<file path="src/shared/gtof_pkg.sv">
package gtof_pkg;

  // ASCII characters used by the formatter and the command parser
  localparam logic [7:0] CH_CR     = 8'h0d;
  localparam logic [7:0] CH_LF     = 8'h0a;
  localparam logic [7:0] CH_DEL    = 8'h7f;
  localparam logic [7:0] CH_SP     = 8'h20;
  localparam logic [7:0] CH_PLUS   = 8'h2b;
  localparam logic [7:0] CH_MINUS  = 8'h2d;
  localparam logic [7:0] CH_COMMA  = 8'h2c;
  localparam logic [7:0] CH_SLASH  = 8'h2f;
  localparam logic [7:0] CH_LOW_E  = 8'h65;
  localparam logic [7:0] CH_0      = 8'h30;
  localparam logic [7:0] CH_1      = 8'h31;
  localparam logic [7:0] CH_9      = 8'h39;
  localparam logic [7:0] CH_CAP_A  = 8'h41;
  localparam logic [7:0] CH_CAP_Z  = 8'h5a;
  localparam logic [7:0] CH_U      = 8'h55;
  localparam logic [7:0] CH_G      = 8'h47;
  localparam logic [7:0] CH_Y      = 8'h59;
  localparam logic [7:0] CH_S      = 8'h53;
  localparam logic [7:0] CH_N      = 8'h4e;
  localparam logic [7:0] CH_O      = 8'h4f;
  localparam logic [7:0] CH_D      = 8'h44;
  localparam logic [7:0] CH_P      = 8'h50;

  // Printable form of the terminator field
  localparam logic [7:0] TERM_LOW_MASK  = 8'h0f;
  localparam logic [7:0] TERM_PRINT_SET = 8'h30;

  // Status byte bit positions
  localparam int SB_OVERFLOW    = 0;
  localparam int SB_ILLEGAL_OPT = 0;
  localparam int SB_ILLEGAL_CMD = 1;
  localparam int SB_DONE        = 3;
  localparam int SB_BUSY        = 4;
  localparam int SB_ERROR       = 5;
  localparam int SB_SRQ         = 6;

  // Message layout
  localparam int MSG_DEPTH  = 20;
  localparam int IDX_W      = 5;
  localparam int PREFIX_LEN = 4;
  localparam int MANT_LEN   = 8;
  localparam int EXP_LEN    = 3;
  localparam int MODE_LEN   = 8;

  // Status word prefix; the value is arbitrary
  localparam logic [31:0] STATUS_PREFIX = 32'h53_54_41_54;

  // Talk-only free-running rate: about three readings per second
  localparam int unsigned TALK_PERIOD_MS = 333;
  localparam int unsigned CLOCK_KHZ      = 250000;
  localparam int unsigned TALK_PERIOD_CYC = TALK_PERIOD_MS * CLOCK_KHZ;
  localparam int          RATE_W          = 27;
  localparam int          STRAP_WAIT      = 3;

  typedef enum logic [1:0] {
    MEAS_STANDBY  = 2'h0,
    MEAS_NORMAL   = 2'h1,
    MEAS_OVERFLOW = 2'h2,
    MEAS_ZERO     = 2'h3
  } gtof_meas_type;

  typedef enum logic [3:0] {
    TERM_CRLF   = 4'b0001,
    TERM_LFCR   = 4'b0010,
    TERM_SINGLE = 4'b0100,
    TERM_NONE   = 4'b1000
  } gtof_term_type;

  typedef enum logic [3:0] {
    PARSE_IDLE = 4'b0001,
    PARSE_U    = 4'b0010,
    PARSE_G    = 4'b0100,
    PARSE_Y    = 4'b1000
  } gtof_parse_type;

  typedef enum logic [1:0] {
    TX_IDLE = 2'b01,
    TX_SEND = 2'b10
  } gtof_tx_type;

endpackage

</file>
<file path="src/core/gtof_sync.sv">
`timescale 1ns/1ps
module gtof_sync #(
  parameter int WIDTH = 1
) (
  input  wire logic             clock,
  input  wire logic             rst_n,
  input  wire logic [WIDTH-1:0] async_in,
  output logic      [WIDTH-1:0] sync_out
);
  logic [WIDTH-1:0] meta_ff;

  // First stage feeds only the second stage
  always_ff @(posedge clock or negedge rst_n) begin
    if (!rst_n) begin
      meta_ff  <= '0;
      sync_out <= '0;
    end else begin
      meta_ff  <= async_in;
      sync_out <= meta_ff;
    end
  end
endmodule

</file>
<file path="src/core/gtof_rate_tick.sv">
`timescale 1ns/1ps
module gtof_rate_tick
  import gtof_pkg::*;
#(
  parameter int unsigned PERIOD = TALK_PERIOD_CYC
) (
  input  wire logic clock,
  input  wire logic rst_n,
  input  wire logic enable,
  output logic      tick
);
  logic [RATE_W-1:0] count_ff;
  localparam logic [RATE_W-1:0] LAST = RATE_W'(PERIOD - 1);

  always_ff @(posedge clock or negedge rst_n) begin
    if (!rst_n) begin
      count_ff <= '0;
      tick     <= 1'b0;
    end else if (!enable) begin
      count_ff <= '0;
      tick     <= 1'b0;
    end else begin
      tick     <= (count_ff == LAST);
      count_ff <= (count_ff == LAST) ? '0 : count_ff + 1'b1;
    end
  end
endmodule

</file>
<file path="src/core/gtof_formatter.sv">
`timescale 1ns/1ps
module gtof_formatter #(
  parameter int unsigned TALK_PERIOD = gtof_pkg::TALK_PERIOD_CYC
) (
  input  wire logic        clock,
  input  wire logic        rst_n,
  input  wire logic        cmd_valid,
  input  wire logic [7:0]  cmd_byte,
  input  wire logic        foreign_illegal_cmd,
  input  wire logic        dev_clear,
  input  wire logic        talk_addressed,
  input  wire logic        status_byte_read,
  input  wire logic        srq_pending,
  input  wire logic [7:0]  srq_mask,
  input  wire logic [63:0] mode_digits,
  input  wire logic        line_50hz,
  input  wire logic        busy_in,
  input  wire logic        reading_valid,
  input  wire logic [1:0]  meas_state,
  input  wire logic        meas_negative,
  input  wire logic        dry_circuit,
  input  wire logic        pulsed_drive,
  input  wire logic [63:0] mantissa,
  input  wire logic [23:0] exponent,
  input  wire logic        talk_only_position,
  input  wire logic [4:0]  address_switch,
  input  wire logic        one_shot_mode,
  input  wire logic        single_press,
  input  wire logic        ext_trigger,
  input  wire logic        tx_ready,
  output logic             tx_valid,
  output logic [7:0]       tx_data,
  output logic             tx_last,
  output logic             talk_only_active,
  output logic             prefix_enabled,
  output logic             status_word_pending,
  output logic             illegal_command_flag,
  output logic             illegal_option_flag,
  output logic [7:0]       status_byte
);
  import gtof_pkg::*;

  function automatic logic refused_term(input logic [7:0] c);
    refused_term = (c >= CH_CAP_A && c <= CH_CAP_Z) ||
                   (c >= CH_0 && c <= CH_9) ||
                   c == CH_SP || c == CH_PLUS || c == CH_SLASH ||
                   c == CH_COMMA || c == CH_LOW_E;
  endfunction

  function automatic logic [15:0] two_digits(input logic [7:0] v);
    logic [7:0] tens;
    logic [7:0] ones;
    tens = v / 8'd10;
    ones = v % 8'd10;
    two_digits = {tens + CH_0, ones + CH_0};
  endfunction

  // Straps and pins
  logic [4:0]    addr_sync;
  logic          talk_only_sync;
  logic [1:0]    trig_sync;
  logic [1:0]    strap_wait_ff;
  logic          strap_done_ff;
  logic          addr_odd_ff;
  logic          trig_prev_ff;
  logic          trig_edge;

  // Command state
  gtof_parse_type parse_ff;
  gtof_term_type  term_mode_ff;
  logic [7:0]     term_char_ff;
  logic           cmd_ok;

  // Reading capture
  logic [31:0]    read_prefix_ff;
  logic [63:0]    mant_ff;
  logic [23:0]    exp_ff;
  logic           reading_done_ff;
  logic           overflow_ff;

  // Talk-only scheduling
  logic           rate_tick;
  logic           free_due_ff;
  logic           trig_pend_ff;
  logic           shot_due_ff;

  // Transmitter
  gtof_tx_type     tx_state_ff;
  logic [7:0]      msg_ff [MSG_DEPTH];
  logic [IDX_W-1:0] len_ff;
  logic [IDX_W-1:0] idx_ff;
  logic [7:0]      nxt_msg [MSG_DEPTH];
  logic [IDX_W-1:0] nxt_len;
  logic            start_fire;
  logic            start_status;
  logic            with_prefix;
  logic            accept;
  logic [7:0]      term_field;
  logic [15:0]     mask_digits;

  gtof_sync #(.WIDTH(6)) u_strap_sync (
    .clock    (clock),
    .rst_n    (rst_n),
    .async_in ({talk_only_position, address_switch}),
    .sync_out ({talk_only_sync, addr_sync})
  );

  gtof_sync #(.WIDTH(2)) u_trig_sync (
    .clock    (clock),
    .rst_n    (rst_n),
    .async_in ({single_press, ext_trigger}),
    .sync_out (trig_sync)
  );

  gtof_rate_tick #(.PERIOD(TALK_PERIOD)) u_rate (
    .clock  (clock),
    .rst_n  (rst_n),
    .enable (talk_only_active && !one_shot_mode),
    .tick   (rate_tick)
  );

  // Strap is caught once, after the synchroniser has filled
  always_ff @(posedge clock or negedge rst_n) begin
    if (!rst_n) begin
      strap_wait_ff    <= '0;
      strap_done_ff    <= 1'b0;
      talk_only_active <= 1'b0;
      addr_odd_ff      <= 1'b0;
    end else if (!strap_done_ff) begin
      strap_wait_ff <= strap_wait_ff + 1'b1;
      if (strap_wait_ff == 2'(STRAP_WAIT)) begin
        strap_done_ff    <= 1'b1;
        talk_only_active <= talk_only_sync;
        addr_odd_ff      <= addr_sync[0];
      end
    end
  end

  // Bus commands are dropped until the strap is known and in talk-only
  assign cmd_ok = strap_done_ff && !talk_only_active;

  always_ff @(posedge clock or negedge rst_n) begin
    if (!rst_n) begin
      parse_ff <= PARSE_IDLE;
    end else if (cmd_ok && dev_clear) begin
      parse_ff <= PARSE_IDLE;
    end else if (cmd_ok && cmd_valid) begin
      case (parse_ff)
        PARSE_IDLE: begin
          if (cmd_byte == CH_U) begin
            parse_ff <= PARSE_U;
          end else if (cmd_byte == CH_G) begin
            parse_ff <= PARSE_G;
          end else if (cmd_byte == CH_Y) begin
            parse_ff <= PARSE_Y;
          end
        end
        default: parse_ff <= PARSE_IDLE;
      endcase
    end
  end

  always_ff @(posedge clock or negedge rst_n) begin
    if (!rst_n) begin
      prefix_enabled <= 1'b1;
    end else if (cmd_ok && dev_clear) begin
      prefix_enabled <= 1'b1;
    end else if (cmd_ok && cmd_valid && parse_ff == PARSE_G) begin
      if (cmd_byte == CH_0) begin
        prefix_enabled <= 1'b1;
      end else if (cmd_byte == CH_1) begin
        prefix_enabled <= 1'b0;
      end
    end
  end

  always_ff @(posedge clock or negedge rst_n) begin
    if (!rst_n) begin
      term_mode_ff <= TERM_CRLF;
      term_char_ff <= CH_LF;
    end else if (cmd_ok && dev_clear) begin
      term_mode_ff <= TERM_CRLF;
      term_char_ff <= CH_LF;
    end else if (cmd_ok && cmd_valid && parse_ff == PARSE_Y) begin
      if (cmd_byte == CH_LF) begin
        term_mode_ff <= TERM_CRLF;
      end else if (cmd_byte == CH_CR) begin
        term_mode_ff <= TERM_LFCR;
      end else if (cmd_byte == CH_DEL) begin
        term_mode_ff <= TERM_NONE;
      end else if (!refused_term(cmd_byte)) begin
        term_mode_ff <= TERM_SINGLE;
        term_char_ff <= cmd_byte;
      end
    end
  end

  // Request survives until the status word actually starts going out
  always_ff @(posedge clock or negedge rst_n) begin
    if (!rst_n) begin
      status_word_pending <= 1'b0;
    end else if (cmd_ok && cmd_valid && parse_ff == PARSE_U &&
                 cmd_byte == CH_0) begin
      status_word_pending <= 1'b1;
    end else if (start_fire && start_status) begin
      status_word_pending <= 1'b0;
    end
  end

  // Error flags: a new error in the read cycle wins over the clear
  always_ff @(posedge clock or negedge rst_n) begin
    if (!rst_n) begin
      illegal_command_flag <= 1'b0;
      illegal_option_flag  <= 1'b0;
    end else begin
      if (cmd_ok && foreign_illegal_cmd) begin
        illegal_command_flag <= 1'b1;
      end else if (status_byte_read) begin
        illegal_command_flag <= 1'b0;
      end
      if (cmd_ok && cmd_valid &&
          ((parse_ff == PARSE_U && cmd_byte != CH_0) ||
           (parse_ff == PARSE_G && cmd_byte != CH_0 && cmd_byte != CH_1) ||
           (parse_ff == PARSE_Y && refused_term(cmd_byte)))) begin
        illegal_option_flag <= 1'b1;
      end else if (status_byte_read) begin
        illegal_option_flag <= 1'b0;
      end
    end
  end

  // Status byte keeps its own data conditions
  always_ff @(posedge clock or negedge rst_n) begin
    if (!rst_n) begin
      reading_done_ff <= 1'b0;
      overflow_ff     <= 1'b0;
    end else begin
      if (reading_valid) begin
        reading_done_ff <= 1'b1;
        overflow_ff     <= (meas_state == MEAS_OVERFLOW);
      end else if (status_byte_read) begin
        reading_done_ff <= 1'b0;
      end
    end
  end

  always_ff @(posedge clock or negedge rst_n) begin
    if (!rst_n) begin
      status_byte <= '0;
    end else begin
      status_byte         <= '0;
      status_byte[SB_SRQ] <= srq_pending;
      if (illegal_command_flag || illegal_option_flag) begin
        status_byte[SB_ERROR]       <= 1'b1;
        status_byte[SB_ILLEGAL_CMD] <= illegal_command_flag;
        status_byte[SB_ILLEGAL_OPT] <= illegal_option_flag;
      end else begin
        status_byte[SB_OVERFLOW] <= overflow_ff;
        status_byte[SB_DONE]     <= reading_done_ff;
        status_byte[SB_BUSY]     <= busy_in;
      end
    end
  end

  // Latest reading, held so a string in flight stays consistent
  always_ff @(posedge clock or negedge rst_n) begin
    if (!rst_n) begin
      read_prefix_ff <= {CH_S, CH_PLUS, CH_N, CH_D};
      mant_ff        <= {MANT_LEN{CH_0}};
      exp_ff         <= {EXP_LEN{CH_0}};
    end else if (reading_valid) begin
      case (gtof_meas_type'(meas_state))
        MEAS_STANDBY:  read_prefix_ff[31:24] <= CH_S;
        MEAS_NORMAL:   read_prefix_ff[31:24] <= CH_N;
        MEAS_OVERFLOW: read_prefix_ff[31:24] <= CH_O;
        default:       read_prefix_ff[31:24] <= CH_CAP_Z;
      endcase
      read_prefix_ff[23:16] <= meas_negative ? CH_MINUS : CH_PLUS;
      read_prefix_ff[15:8]  <= dry_circuit ? CH_D : CH_N;
      read_prefix_ff[7:0]   <= pulsed_drive ? CH_P : CH_D;
      mant_ff <= mantissa;
      exp_ff  <= exponent;
    end
  end

  // Talk-only scheduling
  always_ff @(posedge clock or negedge rst_n) begin
    if (!rst_n) begin
      trig_prev_ff <= 1'b0;
      free_due_ff  <= 1'b0;
      trig_pend_ff <= 1'b0;
      shot_due_ff  <= 1'b0;
    end else begin
      trig_prev_ff <= |trig_sync;
      if (rate_tick) begin
        free_due_ff <= 1'b1;
      end else if (start_fire) begin
        free_due_ff <= 1'b0;
      end
      // One reading per trigger, sent only once the conversion lands
      if (talk_only_active && one_shot_mode && trig_edge) begin
        trig_pend_ff <= 1'b1;
      end else if (reading_valid) begin
        trig_pend_ff <= 1'b0;
      end
      if (trig_pend_ff && reading_valid) begin
        shot_due_ff <= 1'b1;
      end else if (start_fire) begin
        shot_due_ff <= 1'b0;
      end
    end
  end

  assign trig_edge = (|trig_sync) && !trig_prev_ff;

  // Transmit start: addressed talk, or a talk-only event
  always_comb begin
    start_fire   = 1'b0;
    start_status = 1'b0;
    if (tx_state_ff == TX_IDLE && strap_done_ff) begin
      if (talk_only_active) begin
        start_fire = free_due_ff || shot_due_ff;
      end else if (talk_addressed) begin
        start_fire   = 1'b1;
        start_status = status_word_pending;
      end
    end
  end

  // In talk-only the switch LSB replaces the prefix command
  assign with_prefix = talk_only_active ? addr_odd_ff : prefix_enabled;

  always_comb begin
    case (term_mode_ff)
      TERM_CRLF:   term_field = CH_LF;
      TERM_LFCR:   term_field = CH_CR;
      TERM_SINGLE: term_field = term_char_ff;
      default:     term_field = CH_DEL;
    endcase
    term_field = (term_field & TERM_LOW_MASK) | TERM_PRINT_SET;
  end

  // Mask value is already the weighted sum of the enabled bits
  assign mask_digits = two_digits(srq_mask);

  always_comb begin
    int pos;
    pos = 0;
    for (int i = 0; i < MSG_DEPTH; i++) begin
      nxt_msg[i] = CH_SP;
    end
    if (with_prefix) begin
      for (int k = 0; k < PREFIX_LEN; k++) begin
        nxt_msg[pos] = start_status ? STATUS_PREFIX[31-8*k -: 8]
                                    : read_prefix_ff[31-8*k -: 8];
        pos = pos + 1;
      end
    end
    if (start_status) begin
      for (int k = 0; k < MODE_LEN; k++) begin
        nxt_msg[pos] = mode_digits[63-8*k -: 8];
        pos = pos + 1;
      end
      nxt_msg[pos]     = mask_digits[15:8];
      nxt_msg[pos + 1] = mask_digits[7:0];
      nxt_msg[pos + 2] = line_50hz ? CH_1 : CH_0;
      nxt_msg[pos + 3] = term_field;
      pos = pos + 4;
    end else begin
      for (int k = 0; k < MANT_LEN; k++) begin
        nxt_msg[pos] = mant_ff[63-8*k -: 8];
        pos = pos + 1;
      end
      for (int k = 0; k < EXP_LEN; k++) begin
        nxt_msg[pos] = exp_ff[23-8*k -: 8];
        pos = pos + 1;
      end
    end
    case (term_mode_ff)
      TERM_CRLF: begin
        nxt_msg[pos]     = CH_CR;
        nxt_msg[pos + 1] = CH_LF;
        pos = pos + 2;
      end
      TERM_LFCR: begin
        nxt_msg[pos]     = CH_LF;
        nxt_msg[pos + 1] = CH_CR;
        pos = pos + 2;
      end
      TERM_SINGLE: begin
        nxt_msg[pos] = term_char_ff;
        pos = pos + 1;
      end
      default: pos = pos + 0;
    endcase
    nxt_len = IDX_W'(pos);
  end

  assign accept   = (tx_state_ff == TX_SEND) && tx_ready;
  assign tx_valid = (tx_state_ff == TX_SEND);
  assign tx_last  = tx_valid && (idx_ff == len_ff - 1'b1);

  always_ff @(posedge clock or negedge rst_n) begin
    if (!rst_n) begin
      tx_state_ff <= TX_IDLE;
      idx_ff      <= '0;
      len_ff      <= '0;
    end else begin
      case (tx_state_ff)
        TX_IDLE: begin
          if (start_fire) begin
            tx_state_ff <= TX_SEND;
            idx_ff      <= '0;
            len_ff      <= nxt_len;
          end
        end
        TX_SEND: begin
          if (accept) begin
            idx_ff <= idx_ff + 1'b1;
            if (idx_ff == len_ff - 1'b1) begin
              tx_state_ff <= TX_IDLE;
            end
          end
        end
        default: tx_state_ff <= TX_IDLE;
      endcase
    end
  end

  // Message snapshot is taken whole at start so later inputs can't tear it
  always_ff @(posedge clock) begin
    if (start_fire) begin
      msg_ff <= nxt_msg;
    end
  end

  always_ff @(posedge clock or negedge rst_n) begin
    if (!rst_n) begin
      tx_data <= '0;
    end else if (start_fire) begin
      tx_data <= nxt_msg[0];
    end else if (accept && idx_ff != len_ff - 1'b1) begin
      tx_data <= msg_ff[idx_ff + 1'b1];
    end
  end

endmodule

</file>
<file path="config.mk">
export PLATFORM = sky130hd
export DESIGN_NAME = gtof_formatter
export DESIGN_NICKNAME = d
export VERILOG_FILES = /design/src/shared/gtof_pkg.sv /design/src/core/gtof_sync.sv /design/src/core/gtof_rate_tick.sv /design/src/core/gtof_formatter.sv
export SDC_FILE = /design/constraint.sdc
export NUM_CORES = 1
export LEC_CHECK = 0
export BUFFER_PORTS_ARGS = -buffer_cell sky130_fd_sc_hd__buf_4
export CAP_MARGIN = 20
export CELL_PAD_IN_SITES_DETAIL_PLACEMENT = 1
export CELL_PAD_IN_SITES_GLOBAL_PLACEMENT = 2
export CORE_MARGIN = 2
export CORE_UTILIZATION = 38
export DETAILED_ROUTE_END_ITERATION = 8
export PLACE_DENSITY_LB_ADDON = 0.1
export REMOVE_ABC_BUFFERS = 1
export SLEW_MARGIN = 0
export SYNTH_ARGS = -nofsm -noshare
export SYNTH_HDL_FRONTEND = slang
export SYNTH_SLANG_ARGS = --single-unit
</file>
<file path="constraint.sdc">
create_clock -name clock -period 7.2 [get_ports clock]
set_clock_uncertainty 0.05 [all_clocks]
set_input_delay 1.44 -clock clock [delete_from_list [all_inputs] [get_ports clock]]
set_output_delay 1.44 -clock clock [all_outputs]
set_load 0.03 [all_outputs]
</file>
==> impl_metrics.py <==
metrics = {
    "global_routing": {
        "grt_max_degree": 127,
        "grt_pass1_wl_um": 89300,
        "overflow": 0,
        "grt_pass1_vias": 14200,
        "antenna_found_initial": 0,
        "grt_usage_pct": 24.5,
    },
    "route": {
        "first_pass_iters": 5,
        "top_layer_used": "met4",
        "wl_um": 58400,
        "drcViolationCount": 0,
        "ant_nets": 0,
        "dr_total_vias": 13800,
        "viasPerCell": 5.58,
        "met1_length_um": 26200,
        "drtIter0Drc": 868,
        "detail_route.wl_per_cell_um": 23.6,
        "wl_met2_um": 28000,
        "met3_length_um": 2910,
    },
    "clock_network": {
        "clk_latency_ps": 580,
        "hold_buffers": 0,
        "cts.clk_slew.worst_paths_ps": 60,
        "clock-sinks": 339,
        "cts.repair.resized": 0,
        "cts_tree": "yes",
        "cts_root_buf": "clkbuf_16",
        "clockBufferDepth": 3,
        "cts_made_buffers": 41,
        "htree_levels": 2,
        "postCtsSetupBuffers": 0,
    },
    "die": {
        "die_y_um": 220,
        "rows": 79,
        "io-pin-count": 217,
        "start_util_pct": 38.3,
        "dieArea_mm2": 0.0484,
        "die_w_um": 220,
        "core_mm2": 0.0463,
    },
    "worst_setup_path": {
        "end_kind": "flop",
        "crit_fanout": 21,
        "path_buf_inv": 1,
        "slowest_stage": "a2111oi_1",
        "worstPathArrival_ps": 4510,
        "path_cells": "buf_4 -> and4b_1 -> a2111oi_1 -> or2_1 -> and2_4 -> o21ai_0 -> ha_1 -> or3_1 -> ha_1 -> nor2_1 -> a211oi_1 -> a31oi_1",
        "required_ps": 7450,
        "path_delay_family": "simple AND/OR/NAND/NOR gates",
        "worstSetupStartpointType": "input port",
        "worstSetupPathType": "in2reg",
        "crit_top_cell": "ha_1",
        "slowest_delay_ps": 610,
    },
    "sta": {
        "rsz0062_at_grt": "no",
        "worst_pin_slew_ps": 1120,
        "fin_crit_ps": 4260,
        "setup_viol": 0,
        "fmax_mhz": 234,
        "maxSlewHeadroom_pct": 25.6,
        "hold_violations": 0,
        "final-max-slew-violation-count": 0,
        "period_share_pct": 59.2,
        "setup_tns_ps": 0,
        "holdWs_ps": 300,
    },
    "pwr": {
        "p_total_mw": 5.96,
        "p_per_area_mw_per_mm2": 283,
        "p_leak_nw": 8.60,
        "switching_power_mw": 1.79,
        "switching_share_pct": 30.0,
        "comb_power_share_pct": 22.3,
        "clock_power_share_pct": 34.0,
        "p_int_mw": 4.17,
        "seqPwrFrac_pct": 43.7,
        "irDropWorstVdd_v": 0.000170,
    },
    "cells_and_area": {
        "drive_above_1_share_pct": 25.0,
        "mostFrequentLayoutCell": "nand2_1",
        "stdcell_count": 2473,
        "antennaDiodeCount": 0,
        "final_cell_mix": "nand2_1 (328), buf_4 (226), dfrtp_1 (156)",
        "syn2layout_area_growth_pct": 18.8,
        "fin_nets": 2044,
    },
    "synth": {
        "ys_seq_elements": 339,
        "ys_types": 85,
        "netlist_area_mm2": 0.0177,
        "ys_warn_count": 0,
        "syn_inst": 1676,
        "synthFlopType": "dfrtp_1",
        "async_flop_share_pct": 56.0,
        "syn_avg_cell_area_um2": 10.6,
        "synth_edf_count": 149,
        "synth-seq-area-share_pct": 52.3,
    },
    "placement": {
        "placed_cells": 2396,
        "dp_hpwl_um": 39500,
        "place.gp.congestion": 0.820,
        "io_buffers": 210,
    },
    "run_status": {
        "status": "finished clean",
    },
    "flow_run": {
        "drv_cap": 0,
    },
    "hold_path": {
        "min_path_type": "reg2reg",
    },
}
[power by group through the flow]
stage | Sequential (mW) | Clock [mW] | Combinational (mW)
2_1_floorplan | 2.66 | 0 | 0.790
3_3_place_gp | 2.63 | 0 | 1.31
3_5_place_dp | 2.64 | 0 | 1.34
4_1_cts | 2.61 | 2.07 | 1.34
5_1_grt | 2.64 | 2.14 | 1.45
6_report | 2.60 | 2.02 | 1.33
[cell type report]
cell class	count	area (um^2)
clock buffer	65	1190
clock inverter	11	103
fill	5080	25200
inverter	30	121
multi-input combinational	1191	7850
sequential	339	9270
tap	607	759
timing repair buffer	230	1770
[per-layer routing]
layer  track usage, %  up-vias
li1                 -     6365
met1             33.9     7069
met2             40.3      293
met3             3.66       67
met4             6.51        0
met5                0        -
[worst paths after layout]
| path | from | endpoint | slack, ps | depth (start not counted) |
|---|---|---|---|---|
| min in group asynchronous | rst_n | exp_ff[9] | 810 | 1 |
| max in group asynchronous | rst_n | u_strap_sync.meta_ff[5] | 5080 | 2 |
| worst max register to register | talk_only_active | msg_ff[90] | 2950 | 8 |
| worst min-delay path | u_strap_sync.meta_ff[5] | u_strap_sync.sync_out[5] | 300 | 0 |
| worst min register to register | u_strap_sync.meta_ff[5] | u_strap_sync.sync_out[5] | 300 | 0 |
| worst max-delay path | srq_mask[5] | msg_ff[85] | 2940 | 12 |
[logic make-up after synthesis]
group	after synthesis	share of synthesized area (%)
AND/OR/NAND/NOR	656	16.8
flip-flops	339	52.3
AO/OA/AOI/OAI	315	11.3
multiplexers	158	12.6
buffers and inverters	149	3.65
XOR/XNOR	38	1.96
adder cells (fa/ha/maj)	19	1.31
other	2	0.0424
[Yosys cell counts, types with 19 or more instances]
library cell  count  area share (%)
nand2_1         328             6.9
o21ai_0          72             2.0
mux2i_1          21             1.2
buf_2            27            0.76
mux2_2           97             6.2
inv_1            27            0.57
mux4_2           31             3.9
and3_1           53             1.9
a21oi_1          76             2.1
nor3_1           19            0.54
xor2_1           21             1.0
nor2_1          117             2.5
dfstp_2          33             4.9
clkbuf_1         65             1.4
edfxtp_1        149              25
nand3_1          48             1.4
a31oi_1          56             2.0
dfrtp_1         157              22
[through the flow]
stage,cell area (um^2),worst slack [ps],utilization (%)
detailed placement,19700,2400,42.7
finish,21100,2940,45.5
global route,21100,2630,45.5
CTS,21000,2910,45.5
global placement,19700,2470,42.7
floorplan,17200,424,-
[flip-flops by register name, indices dropped and copies added, names as in the netlist, 4 cells and up]
signal / flops
u_rate.count_ff: 27
term_char_ff: 8
parse_ff: 4
tx_data: 8
mant_ff: 64
idx_ff: 5
term_mode_ff: 4
status_byte: 6
len_ff: 5
exp_ff: 24
read_prefix_ff: 9
msg_ff: 149
Power figures use the tool's default switching activity.
